--- config.mk ---
export PLATFORM = sky130hd
export DESIGN_NAME = gpe_event_gate
export DESIGN_NICKNAME = d
export VERILOG_FILES = /design/src/gpe_pkg.sv /design/src/gpe_wake_enable_reg.sv /design/src/gpe_gpi_status.sv /design/src/gpe_event_gate.sv
export VERILOG_INCLUDE_DIRS = /design/src
export SDC_FILE = /design/constraint.sdc
export NUM_CORES = 1
export LEC_CHECK = 0
export BUFFER_PORTS_ARGS = -buffer_cell sky130_fd_sc_hd__buf_2
export CAP_MARGIN = 20
export CORE_ASPECT_RATIO = 0.75
export CORE_MARGIN = 2
export CORE_UTILIZATION = 48
export CTS_BUF_LIST = sky130_fd_sc_hd__clkbuf_4
export DETAILED_ROUTE_END_ITERATION = 8
export GPL_ROUTABILITY_DRIVEN = 0
export PLACE_DENSITY = 0.79
export SYNTH_ARGS = -nofsm -noshare
export SYNTH_HDL_FRONTEND = slang
export SYNTH_SLANG_ARGS = --single-unit
--- constraint.sdc ---
create_clock -name sys_clk -period 1.8 [get_ports sys_clk]
set_input_delay 0.36 -clock sys_clk [delete_from_list [all_inputs] [get_ports sys_clk]]
set_output_delay 0.36 -clock sys_clk [all_outputs]
set_load 0.1 [all_outputs]
--- src/gpe_consts.svh ---
// Notes on behaviour
// - power button override clears all event0 enables
// - resume reset clears event0 low byte
// - of the resets, only rtc reset clears event0 high byte
// - pme enable gates pme wake and sci
// - pme wakes s1-s4, s5 only via sleep-enable
// - battery-low fall with its enable raises smi/sci; low blocks wake
// - ring enable survives resume reset, cf9 write
// - ring enable gates ring flag wake
// - watchdog enable gates watchdog sci
// - codec enable gates codec wake
// - usb b enable gates usb b wake
// - usb a enable gates usb a wake
// - polarity bit picks thermal active level
// - thermal enable sets flag, raises pm event
// - input low (or inverted high) sets gpi flag
// - write-one clears flag unless input active
// - enabled gpi flag in sleep wakes system
// - enabled gpi flag in s0 raises routed smi/sci
// - gpi positions 5 and 2 not implemented
// - resume reset clears event1 enables
`ifndef GPE_CONSTS_SVH
`define GPE_CONSTS_SVH
`define GPE_EV0_EN_OFS 8'h2a
`define GPE_EV1_STS_OFS 8'h2c
`define GPE_EV1_EN_OFS 8'h2e
`define GPE_EV0_RST 16'h0000
`define GPE_EV1_RST 16'h0000
`define GPE_EV0_MASK 16'h0d7d
`define GPE_EV1_MASK 16'hffdb
`define GPE_BIT_THERMAL_REPORT_ENABLE 0
`define GPE_BIT_THERMAL_POLARITY 2
`define GPE_BIT_USB_A 3
`define GPE_BIT_USB_B 4
`define GPE_BIT_CODEC 5
`define GPE_BIT_WDOG 6
`define GPE_BIT_RING 8
`define GPE_BIT_BATTERY_LOW_N 10
`define GPE_BIT_PME 11
`endif

--- src/gpe_pkg.sv ---
package gpe_pkg;
    typedef enum logic [2:0] {
        GPE_S0, GPE_S1, GPE_S3, GPE_S4, GPE_S5
    } gpe_state_e;
    typedef struct packed {
        logic pme;
        logic ring;
        logic wdog_sci;
        logic codec;
        logic usb_a;
        logic usb_b;
    } gpe_flags_s;
    typedef struct packed {
        logic wake;
        logic sci;
        logic smi;
    } gpe_req_s;
endpackage : gpe_pkg

--- src/gpe_wake_enable_reg.sv ---
`include "gpe_consts.svh"
module gpe_wake_enable_reg (
    input wire logic sys_clk, // system clock
    input wire logic resume_well_reset_n, // resume well reset
    input wire logic rtc_well_reset_n, // rtc well reset
    input wire logic pwr_btn_override, // clears all bits
    input wire logic wr_en, // event0 write strobe
    input wire logic [15:0] wr_data, // write data
    output logic [15:0] enable // register value
);
    logic [7:0] low_q;
    logic [7:0] high_q;
    logic [7:0] next_low;
    logic [7:0] next_high;
    logic [15:0] wmask;

    always_comb begin
        wmask = wr_data & `GPE_EV0_MASK;
        next_low = low_q;
        next_high = high_q;
        if (wr_en) begin
            next_low = wmask[7:0];
            next_high = wmask[15:8];
        end
        if (pwr_btn_override) begin
            next_low = 8'h00;
            next_high = 8'h00;
        end
    end

    always_ff @(posedge sys_clk or negedge resume_well_reset_n) begin
        if (!resume_well_reset_n) begin
            low_q <= 8'(`GPE_EV0_RST);
        end else begin
            low_q <= next_low;
        end
    end

    // high byte ignores resume reset and warm reset writes
    always_ff @(posedge sys_clk or negedge rtc_well_reset_n) begin
        if (!rtc_well_reset_n) begin
            high_q <= 8'(`GPE_EV0_RST >> 8);
        end else begin
            high_q <= next_high;
        end
    end

    assign enable = {high_q, low_q};
endmodule : gpe_wake_enable_reg

--- src/gpe_gpi_status.sv ---
`include "gpe_consts.svh"
module gpe_gpi_status #(
    parameter int WIDTH = 16
) (
    input wire logic sys_clk, // system clock
    input wire logic resume_well_reset_n, // resume well reset
    input wire logic [WIDTH-1:0] gpio_level, // gpio pin levels
    input wire logic [WIDTH-1:0] gpio_is_input, // gpio direction
    input wire logic [WIDTH-1:0] gp_input_invert, // per pin invert
    input wire logic clr_en, // status write strobe
    input wire logic [WIDTH-1:0] clr_data, // write-one-clear data
    output logic [WIDTH-1:0] gp_input_flag // status bits
);
    localparam logic [15:0] IMPL = `GPE_EV1_MASK;
    logic [WIDTH-1:0] flag_q;
    logic [WIDTH-1:0] next_flag;
    logic [WIDTH-1:0] active;

    always_comb begin
        active = '0;
        next_flag = flag_q;
        for (int i = 0; i < WIDTH; i++) begin
            active[i] = IMPL[i] & gpio_is_input[i]
                & (gpio_level[i] == gp_input_invert[i]);
            // set wins; clear refused while input active
            if (clr_en && clr_data[i]) begin
                next_flag[i] = 1'b0;
            end
            if (active[i]) begin
                next_flag[i] = 1'b1;
            end
        end
    end

    always_ff @(posedge sys_clk or negedge resume_well_reset_n) begin
        if (!resume_well_reset_n) begin
            flag_q <= '0;
        end else begin
            flag_q <= next_flag;
        end
    end

    assign gp_input_flag = flag_q;
endmodule : gpe_gpi_status

--- src/gpe_event_gate.sv ---
`include "gpe_consts.svh"
module gpe_event_gate (
    input wire logic sys_clk, // system clock
    input wire logic resume_well_reset_n, // resume well reset
    input wire logic rtc_well_reset_n, // rtc well reset
    input wire logic pwr_btn_override, // override pulse
    input wire logic [7:0] io_addr, // io offset from pm_io_base
    input wire logic io_wr, // io write strobe
    input wire logic io_rd, // io read strobe
    input wire logic [15:0] io_wdata, // io write data
    output logic [15:0] io_rdata, // io read data
    input wire gpe_pkg::gpe_flags_s ev0_flags, // event0 status flags
    input wire logic battery_low_n, // battery low, active low
    input wire logic sci_select, // 1 routes to sci
    input wire logic thermal_alert_pin, // thermal input
    input wire gpe_pkg::gpe_state_e sleep_state, // current state
    input wire logic s5_by_sleep_entry, // s5 via sleep_entry_enable
    input wire logic [15:0] gpio_level, // gpio levels
    input wire logic [15:0] gpio_is_input, // gpio direction
    input wire logic [15:0] gp_input_invert, // gpio invert
    input wire logic [15:0] gp_input_route, // 1 = sci, 0 = smi
    output logic thermal_flag, // thermal status level
    output gpe_pkg::gpe_req_s req // wake, sci, smi requests
);
    logic [15:0] ev0_en;
    logic [15:0] ev1_en;
    logic [15:0] next_ev1_en;
    logic [15:0] gpi_flag;
    logic [15:0] next_rdata;
    logic next_thermal;
    logic thermal_q;
    logic bat_q;
    logic next_bat;
    logic thermal_active;
    logic bat_fall;
    logic asleep;
    logic pme_ok_state;
    logic [15:0] gpi_hit;
    gpe_pkg::gpe_req_s next_req;

    gpe_wake_enable_reg u_ev0 (
        .sys_clk(sys_clk),
        .resume_well_reset_n(resume_well_reset_n),
        .rtc_well_reset_n(rtc_well_reset_n),
        .pwr_btn_override(pwr_btn_override),
        .wr_en(io_wr && io_addr == `GPE_EV0_EN_OFS),
        .wr_data(io_wdata),
        .enable(ev0_en)
    );

    gpe_gpi_status #(.WIDTH(16)) u_gpi (
        .sys_clk(sys_clk),
        .resume_well_reset_n(resume_well_reset_n),
        .gpio_level(gpio_level),
        .gpio_is_input(gpio_is_input),
        .gp_input_invert(gp_input_invert),
        .clr_en(io_wr && io_addr == `GPE_EV1_STS_OFS),
        .clr_data(io_wdata),
        .gp_input_flag(gpi_flag)
    );

    always_comb begin
        next_ev1_en = ev1_en;
        if (io_wr && io_addr == `GPE_EV1_EN_OFS) begin
            next_ev1_en = io_wdata & `GPE_EV1_MASK;
        end
    end

    always_ff @(posedge sys_clk or negedge resume_well_reset_n) begin
        if (!resume_well_reset_n) begin
            ev1_en <= `GPE_EV1_RST;
        end else begin
            ev1_en <= next_ev1_en;
        end
    end

    // thermal flag and battery-low edge state
    always_comb begin
        thermal_active = (thermal_alert_pin ==
            ev0_en[`GPE_BIT_THERMAL_POLARITY]);
        next_thermal = thermal_q;
        if (io_wr && io_addr == `GPE_EV1_STS_OFS
            && io_wdata[0]) begin
            next_thermal = 1'b0;
        end
        if (thermal_active && ev0_en[`GPE_BIT_THERMAL_REPORT_ENABLE]) begin
            next_thermal = 1'b1;
        end
        next_bat = battery_low_n;
        bat_fall = bat_q && !battery_low_n;
    end

    always_ff @(posedge sys_clk or negedge resume_well_reset_n) begin
        if (!resume_well_reset_n) begin
            thermal_q <= 1'b0;
            bat_q <= 1'b1;
        end else begin
            thermal_q <= next_thermal;
            bat_q <= next_bat;
        end
    end

    // request generation
    always_comb begin
        asleep = (sleep_state != gpe_pkg::GPE_S0);
        pme_ok_state = asleep && (sleep_state != gpe_pkg::GPE_S5
            || s5_by_sleep_entry);
        gpi_hit = gpi_flag & ev1_en;
        next_req = '0;
        // wake sources; low battery vetoes all wakes
        next_req.wake = ((ev0_flags.pme && ev0_en[`GPE_BIT_PME]
                && pme_ok_state)
            || (ev0_flags.ring && ev0_en[`GPE_BIT_RING])
            || (ev0_flags.codec && ev0_en[`GPE_BIT_CODEC])
            || (ev0_flags.usb_b && ev0_en[`GPE_BIT_USB_B])
            || (ev0_flags.usb_a && ev0_en[`GPE_BIT_USB_A])
            || (asleep && |gpi_hit))
            && battery_low_n;
        next_req.sci = (ev0_flags.pme && ev0_en[`GPE_BIT_PME]
                && !asleep)
            || (ev0_flags.wdog_sci && ev0_en[`GPE_BIT_WDOG])
            || (thermal_q && sci_select)
            || (bat_fall && ev0_en[`GPE_BIT_BATTERY_LOW_N]
                && sci_select)
            || (!asleep && |(gpi_hit & gp_input_route));
        next_req.smi = (thermal_q && !sci_select)
            || (bat_fall && ev0_en[`GPE_BIT_BATTERY_LOW_N]
                && !sci_select)
            || (!asleep && |(gpi_hit & ~gp_input_route));
        next_rdata = 16'h0000;
        if (io_rd) begin
            case (io_addr)
                `GPE_EV0_EN_OFS: next_rdata = ev0_en;
                `GPE_EV1_STS_OFS: next_rdata = gpi_flag;
                `GPE_EV1_EN_OFS: next_rdata = ev1_en;
                default: next_rdata = 16'h0000;
            endcase
        end
    end

    always_ff @(posedge sys_clk or negedge resume_well_reset_n) begin
        if (!resume_well_reset_n) begin
            req <= '0;
            io_rdata <= 16'h0000;
        end else begin
            req <= next_req;
            io_rdata <= next_rdata;
        end
    end

    assign thermal_flag = thermal_q;
endmodule : gpe_event_gate

==> results of run 1 <==
sequential cells by signal (all words and copies together), names as in the netlist:
signal,flops
u_gpi.gp_input_flag,14
u_ev0.high_q,3
u_ev0.low_q,6
req,3
bat_q,1
thermal_flag,1
ev1_en,14
io_rdata,16
cell type report:
type / count / area share (%)
Clock buffer: 10 / 2.08
Clock inverter: 5 / 1.28
Inverter: 2 / 0.208
Tap cell: 75 / 2.60
Multi-Input combinational cell: 182 / 34.8
Timing Repair Buffer: 127 / 18.7
Sequential cell: 58 / 40.3
per-layer routing:
layer	GRT usage, %	up-vias	part of all wire (%)	wire length (um)
met5	0	-	0	0
met3	8.48	17	9.9	723
met1	29.1	1196	42	3080
met4	5.72	0	1.3	96
li1	-	1177	-	-
met2	37.7	141	47	3400
placed cells by master (no fill, tap or decap), types with 2 or more instances in the layout:
cell type,n
a22o_1,15
a22oi_1,9
clkbuf_4,10
buf_2,118
mux2_2,21
xnor2_1,15
dlygate4sd3_1,2
nor2b_1,2
and3_1,5
nand3_1,9
dfrtp_1,57
inv_1,2
a31oi_1,4
nor2_1,25
nor3_1,2
clkinv_1,3
buf_4,6
nand2_1,33
o22ai_1,7
nand4_1,6
mux2i_1,16
stage by stage:
step	cell area [sq um]	hold slack [ns]	utilization (%)	setup slack [ns]	power, mW
after global routing	3610	0.0515	66.3	0.127	2.71
after floorplan	2770	0.0644	-	0.240	1.57
after CTS	3610	0.0415	66.3	0.172	2.63
final	3610	0.0703	66.3	0.193	2.61
after global placement	3470	0.158	63.7	0.114	1.76
after detailed placement	3470	0.163	63.7	0.0771	1.77
worst paths after layout:
check,cells after the start,startpoint,to
setup / recovery,1,thermal_flag$_DFFE_PN0P_,thermal_flag
hold reg to reg,1,u_ev0.low_q[0]$_DFFE_PN0P_,thermal_flag$_DFFE_PN0P_
hold / removal,1,battery_low_n,bat_q$_DFF_PN1_
min in group asynchronous,2,rtc_well_reset_n,u_ev0.high_q[0]$_DFFE_PN0P_
setup reg to reg,5,u_gpi.gp_input_flag[4]$_DFFE_PN0P_,req[1]$_DFF_PN0_
max in group asynchronous,3,resume_well_reset_n,bat_q$_DFF_PN1_
power by group:
group          total [mW]  internal [mW]  switching [mW]
Combinational       0.402          0.178           0.224
Sequential           1.35           1.33          0.0204
Clock               0.858          0.416           0.442
Total                2.61           1.92           0.687
what timing repair did:
item,4_1_cts,5_1_grt
setup endpoints to repair,0,0
hold endpoints to repair,57,0
gates resized for setup,0,0
hold buffers,2,0
cell families (layout without fill, tap and decap cells):
group | count (synthesis) | count (layout) | synth area share (%)
mux | 37 | 37 | 14.3
simple gates | 88 | 88 | 14.7
xor+xnor | 15 | 15 | 4.75
buf+inv | 11 | 144 | 2.08
compound gates | 42 | 42 | 11.6
flops | 58 | 58 | 52.5
==> results_dict.tcl, run 1 <==
set metrics [dict create \
    nFillCells 442 \
    antenna_found_initial 0 \
    areaGrowthSynthToFinish_pct 30.4 \
    async_reset_ff_share_pct 100 \
    final-max-slew-violation-count 0 \
    clock_sinks 58 \
    fp.dieW_um 91.7 \
    synth_flop_cell "dfrtp_1" \
    drive_above_1_share_pct 41.7 \
    hold_violations 0 \
    path_delay_family "buffers and inverters" \
    worstPathRequired_ns 1.44 \
    final_antenna_net_count 0 \
    fmax_ghz 0.622 \
    synthesis.instances 251 \
    setup_viol 0 \
    dp_hpwl_um 5740 \
    cts-htree-levels 3 \
    port_buffers 118 \
    synth_top_cell_by_area "dfrtp_1" \
    cp_num_buf_inv 1 \
    critPathCaptureType "output pin" \
    crit_slowest_cell "buf_2" \
    tns_ns 0 \
    clock_latency_ns 0.40 \
    clkTransAtPathRegs_ns 0.09 \
    powerDensity_nw_per_um2 723 \
    viasPerCell 5.51 \
    cts_tree "built" \
    crit_path_max_incr_delay_ns 0.44 \
    synth.area.top_cells "dfrtp_1 52%, mux2_2 8.5%, mux2i_1 5.8%" \
    io_pins 127 \
    hp-class "input port to register" \
    root_buffer "clkbuf_4" \
    yosys-top-cells-count "57 x dfrtp_1, 33 x nand2_1, 25 x nor2_1" \
    status "finished clean" \
    die_y_um 69.7 \
    post_cts_buffers 0 \
    cts_buffers 9 \
    drt-wirelength-per-cell_um 15.9 \
    fin_skew_ns 0.00672 \
    multi_input_area_sq_um 1260 \
    drt_wl_total_um 7300 \
    crit_arrival_ns 1.25 \
    clk_path_buf_depth 2 \
    regArea_sq_um 1450 \
    vias 2531 \
    startpoint_type "register" \
    synth-edff-count 0 \
    yosysUniqueCellTypes 35 \
    worstPathMaxFanout 3 \
    post-route-min-period_ns 1.61 \
    nNetsFinal 487 \
    min_period_over_period_pct 89.3 \
    track_usage_pct 23.0 \
    synth.most_common_cell "dfrtp_1" \
    diodes 0 \
    synth_top_area_share_pct 51.6 \
    stdcell_count 459 \
    ir_drop_mv 0.405 \
    ys_seq_area_share_pct 52.5 \
    grt_pass1_wl_um 11400 \
    drv_cap 0 \
    drtPass1Iterations 5 \
    drt_iter0_drc 204 \
    yosysWarnings 0 \
    max_slew_margin_pct 65.1 \
    leakage_nw 1.86 \
    postSynthAreaPerCell_sq_um 11.0 \
    grt_overflow 0 \
    rsz0062_at_grt "false" \
    crit_chain "buf_2" \
    syn_area_sq_um 2770 \
    start_util_pct 50.9 \
    remaining_drc_errors 0 \
    coreArea_sq_um 5440 \
    syn_nets 358 \
    num_rows 23 \
    grt_max_degree 56 \
    grt_pass1_vias 2435 \
    r2r_setup_slack_ns 0.31 \
    dieArea_sq_um 6390 \
    worstMarginPinSlew_ns 0.521 \
    ys_ff_latch 58 \
    criticalPathCategory "register to output pin" \
    dp.cells 442 \
]
Power figures use the tool's default switching activity.
==> inputs of run 2 (changes only) <==
ABC_AREA = 1   (was default)
CAP_MARGIN = 0   (was 20)
CORE_UTILIZATION = 50   (was 48)
PLACE_DENSITY = 0.8   (was 0.79)
==> run 2 against run 1 <==
Area after synthesis is 8.8% higher. Die area is 4.2% higher. Global-route usage is 2.8 points higher. Critical path depth stayed put. Critical path type unchanged. Combinational power hardly changed. Sequential cell count stayed put. Clock power is 0.9% higher. Count of clock-buffer cells in the layout stayed put. First-iteration DRC count is 46% higher. Largest power group unchanged. Clock skew is 0.0019 ns higher. Power is 0.37% higher. Routed wire length is 8.2% higher.
==> results_dict.tcl, run 2 <==
set metrics [dict create \
    status "finished clean" \
    final-max-slew-violation-count 0 \
    startpoint_type "register" \
    m1WireLength_um 3520 \
    coreArea_sq_um 5830 \
    final_cell_area_sq_um 3830 \
    nNetsFinal 624 \
    p_total_mw 2.62 \
    die_y_um 71.2 \
    drtPass1Iterations 5 \
    clk_path_buf_depth 2 \
    max_slew_margin_pct 64.7 \
    worstHoldPathCells 1 \
    critPathCaptureType "output pin" \
    synth_xor_area_share_pct 4.37 \
    synthesis.instances 387 \
    num_rows 24 \
    fmax_ghz 0.615 \
    drt_wl_total_um 7900 \
    hold_violations 0 \
    criticalPathCategory "register to output pin" \
    postSynthAreaPerCell_sq_um 7.78 \
    synth_flop_cell "dfrtp_1" \
    vias 3005 \
    leakage_nw 2.09 \
    grt_pass1_wl_um 12800 \
    syn_area_sq_um 3010 \
    dp_hpwl_um 6160 \
    worstMarginPinSlew_ns 0.530 \
    clkTransAtPathRegs_ns 0.09 \
    viasPerCell 5.02 \
    io_pins 127 \
    grt_max_degree 35 \
    rsz0062_at_grt "false" \
    top_layer_used "met4" \
    hp-class "input port to register" \
    switching_share_pct 27.3 \
    p_seq_share_pct 51.6 \
    async_reset_ff_share_pct 100 \
    start_util_pct 51.7 \
    p_switching_mw 0.716 \
    r2r_setup_slack_ns 0.55 \
    cts_tree "built" \
    dieArea_sq_um 6660 \
    synth_compound_area_share_pct 10.3 \
    place_area_sq_um 3690 \
    synth_mux_area_share_pct 0 \
    hp-start "battery_low_n" \
    yosys-top-cells-count "123 x nand2_1, 57 x dfrtp_1, 42 x inv_1" \
    fin_skew_ns 0.00859 \
    clock_power_share_pct 33.1 \
    fp.dieW_um 93.6 \
    grt_pass1_vias 2775 \
    drv_cap 0 \
    nFillCells 512 \
    synth_top_cell_by_area "dfrtp_1" \
    final_antenna_net_count 0 \
    met2_length_um 3390 \
    root_buffer "clkbuf_4" \
    synth-edff-count 0 \
    port_buffers 118 \
    syn_nets 494 \
    crit_chain "buf_2" \
    crit_slowest_cell "buf_2" \
    wl_met3_um 811 \
    drt-wirelength-per-cell_um 13.2 \
    ys_seq_area_share_pct 48.3 \
    diodes 0 \
    synth_top_family_by_area "simple AND/OR/NAND/NOR gates" \
    r2r_start "u_gpi.gp_input_flag[8]$_DFFE_PN0P_" \
    internal_power_mw 1.90 \
    worstPathMaxFanout 3 \
    worstPathRequired_ns 1.44 \
    path_delay_family "buffers and inverters" \
    setup_viol 0 \
    cts-htree-levels 3 \
    post-route-util_pct 65.8 \
    fin_hold_ws_ns 0.0495 \
    regMostFlops "io_rdata" \
    yosysWarnings 0 \
    synth_top_area_share_pct 47.4 \
    cp_num_buf_inv 1 \
    layout_common_cells "123 x nand2_1, 118 x buf_2, 57 x dfrtp_1" \
    comb_power_share_pct 15.3 \
    clock_sinks 58 \
    synth.area.top_cells "dfrtp_1 47%, nand2_1 15%, nand3_1 6.0%" \
    synth.most_common_cell "nand2_1" \
    powerDensity_nw_per_um2 683 \
    worstHoldEndpoint "bat_q$_DFF_PN1_" \
    layout_commonest_cell "nand2_1" \
    ys_ff_latch 58 \
    drive_above_1_share_pct 30.3 \
    ir_drop_mv 0.303 \
    r2r_cells 6 \
    antenna_found_initial 0 \
    post-route-min-period_ns 1.62 \
    clock_latency_ns 0.42 \
    largest_reg_flops 16 \
    yosysUniqueCellTypes 26 \
    drt_iter0_drc 298 \
    crit_arrival_ns 1.26 \
    min_period_over_period_pct 90.3 \
    r2r_end "req[2]$_DFF_PN0_" \
    grt_overflow 0 \
    crit_path_max_incr_delay_ns 0.45 \
    tns_ns 0 \
    cts_buffers 9 \
    remaining_drc_errors 0 \
    track_usage_pct 25.8 \
    areaGrowthSynthToFinish_pct 27.4 \
    yosys.area_share.simple_pct 29.4 \
    synth_fa_ha_area_share_pct 0 \
]
==> run 2: cell count changes in the layout (fill, tap and decap cells not counted), sizes merged, moves of 4 or more <==
cell | previous run | this run
a31oi | 4 | 0
nand2 | 33 | 128
inv | 2 | 44
o22ai | 7 | 1
mux2 | 21 | 0
a21oi | 0 | 10
a22oi | 9 | 1
nor2 | 25 | 36
o21ai | 1 | 40
and3 | 5 | 0
a22o | 15 | 0
nand3 | 9 | 36
mux2i | 16 | 0
==> run 2: how the worst max path moves through the flow <==
stage | cells after the start | to | slack (ns) | startpoint
finish | 1 | thermal_flag | 0.18 | thermal_flag$_DFFE_PN0P_
floorplan | 3 | req[1]$_DFF_PN0_ | 0.39 | thermal_flag$_DFFE_PN0P_
global route | 1 | thermal_flag | 0.12 | thermal_flag$_DFFE_PN0P_
CTS | 1 | thermal_flag | 0.16 | thermal_flag$_DFFE_PN0P_
detailed placement | 9 | u_gpi.gp_input_flag[1]$_DFFE_PN0P_ | 0.06 | io_addr[4]
global placement | 9 | u_gpi.gp_input_flag[7]$_DFFE_PN0P_ | 0.14 | io_addr[4]
==> run 2: area by class of cell <==
cell class	instances	area [sq um]	share of cell area, %
Timing Repair Buffer	125	661	17.2
Tap cell	78	97.6	2.55
Sequential cell	58	1450	37.9
Clock buffer	10	75.1	1.96
Clock inverter	5	46.3	1.21
Multi-Input combinational cell	277	1330	34.6
Inverter	46	173	4.51
==> run 2: power by group through the flow <==
stage          sequential (mW)  combinational (mW)  clock, mW
6_report                  1.35               0.401      0.866
5_1_grt                   1.36               0.444      0.946
4_1_cts                   1.35               0.402      0.887
3_5_place_dp              1.38               0.397          0
3_3_place_gp              1.38               0.390          0
2_1_floorplan             1.44               0.137          0
==> run 2: what timing repair did <==
item | in CTS | in global routing
hold buffers | 2 | 0
buffers inserted | 0 | 0
hold endpoints to repair | 23 | 0
gates resized for setup | 0 | 0
==> run 2: logic make-up after synthesis <==
logic type,count (synthesis)
simple gates,209
xor+xnor,15
compound gates,53
buf+inv,52
flops,58
==> run 2: stage by stage <==
stage                     cells  setup WS (ns)
after global routing        599          0.118
final                       599          0.175
after floorplan             387          0.386
after detailed placement    582         0.0560
after CTS                   599          0.165
after global placement      582          0.139
==> run 2: metal layers <==
layer | up-vias | GRT usage, %
met5 | - | 0
met4 | 0 | 10.5
met3 | 22 | 7.67
met2 | 162 | 38.5
met1 | 1327 | 35.7
li1 | 1494 | -
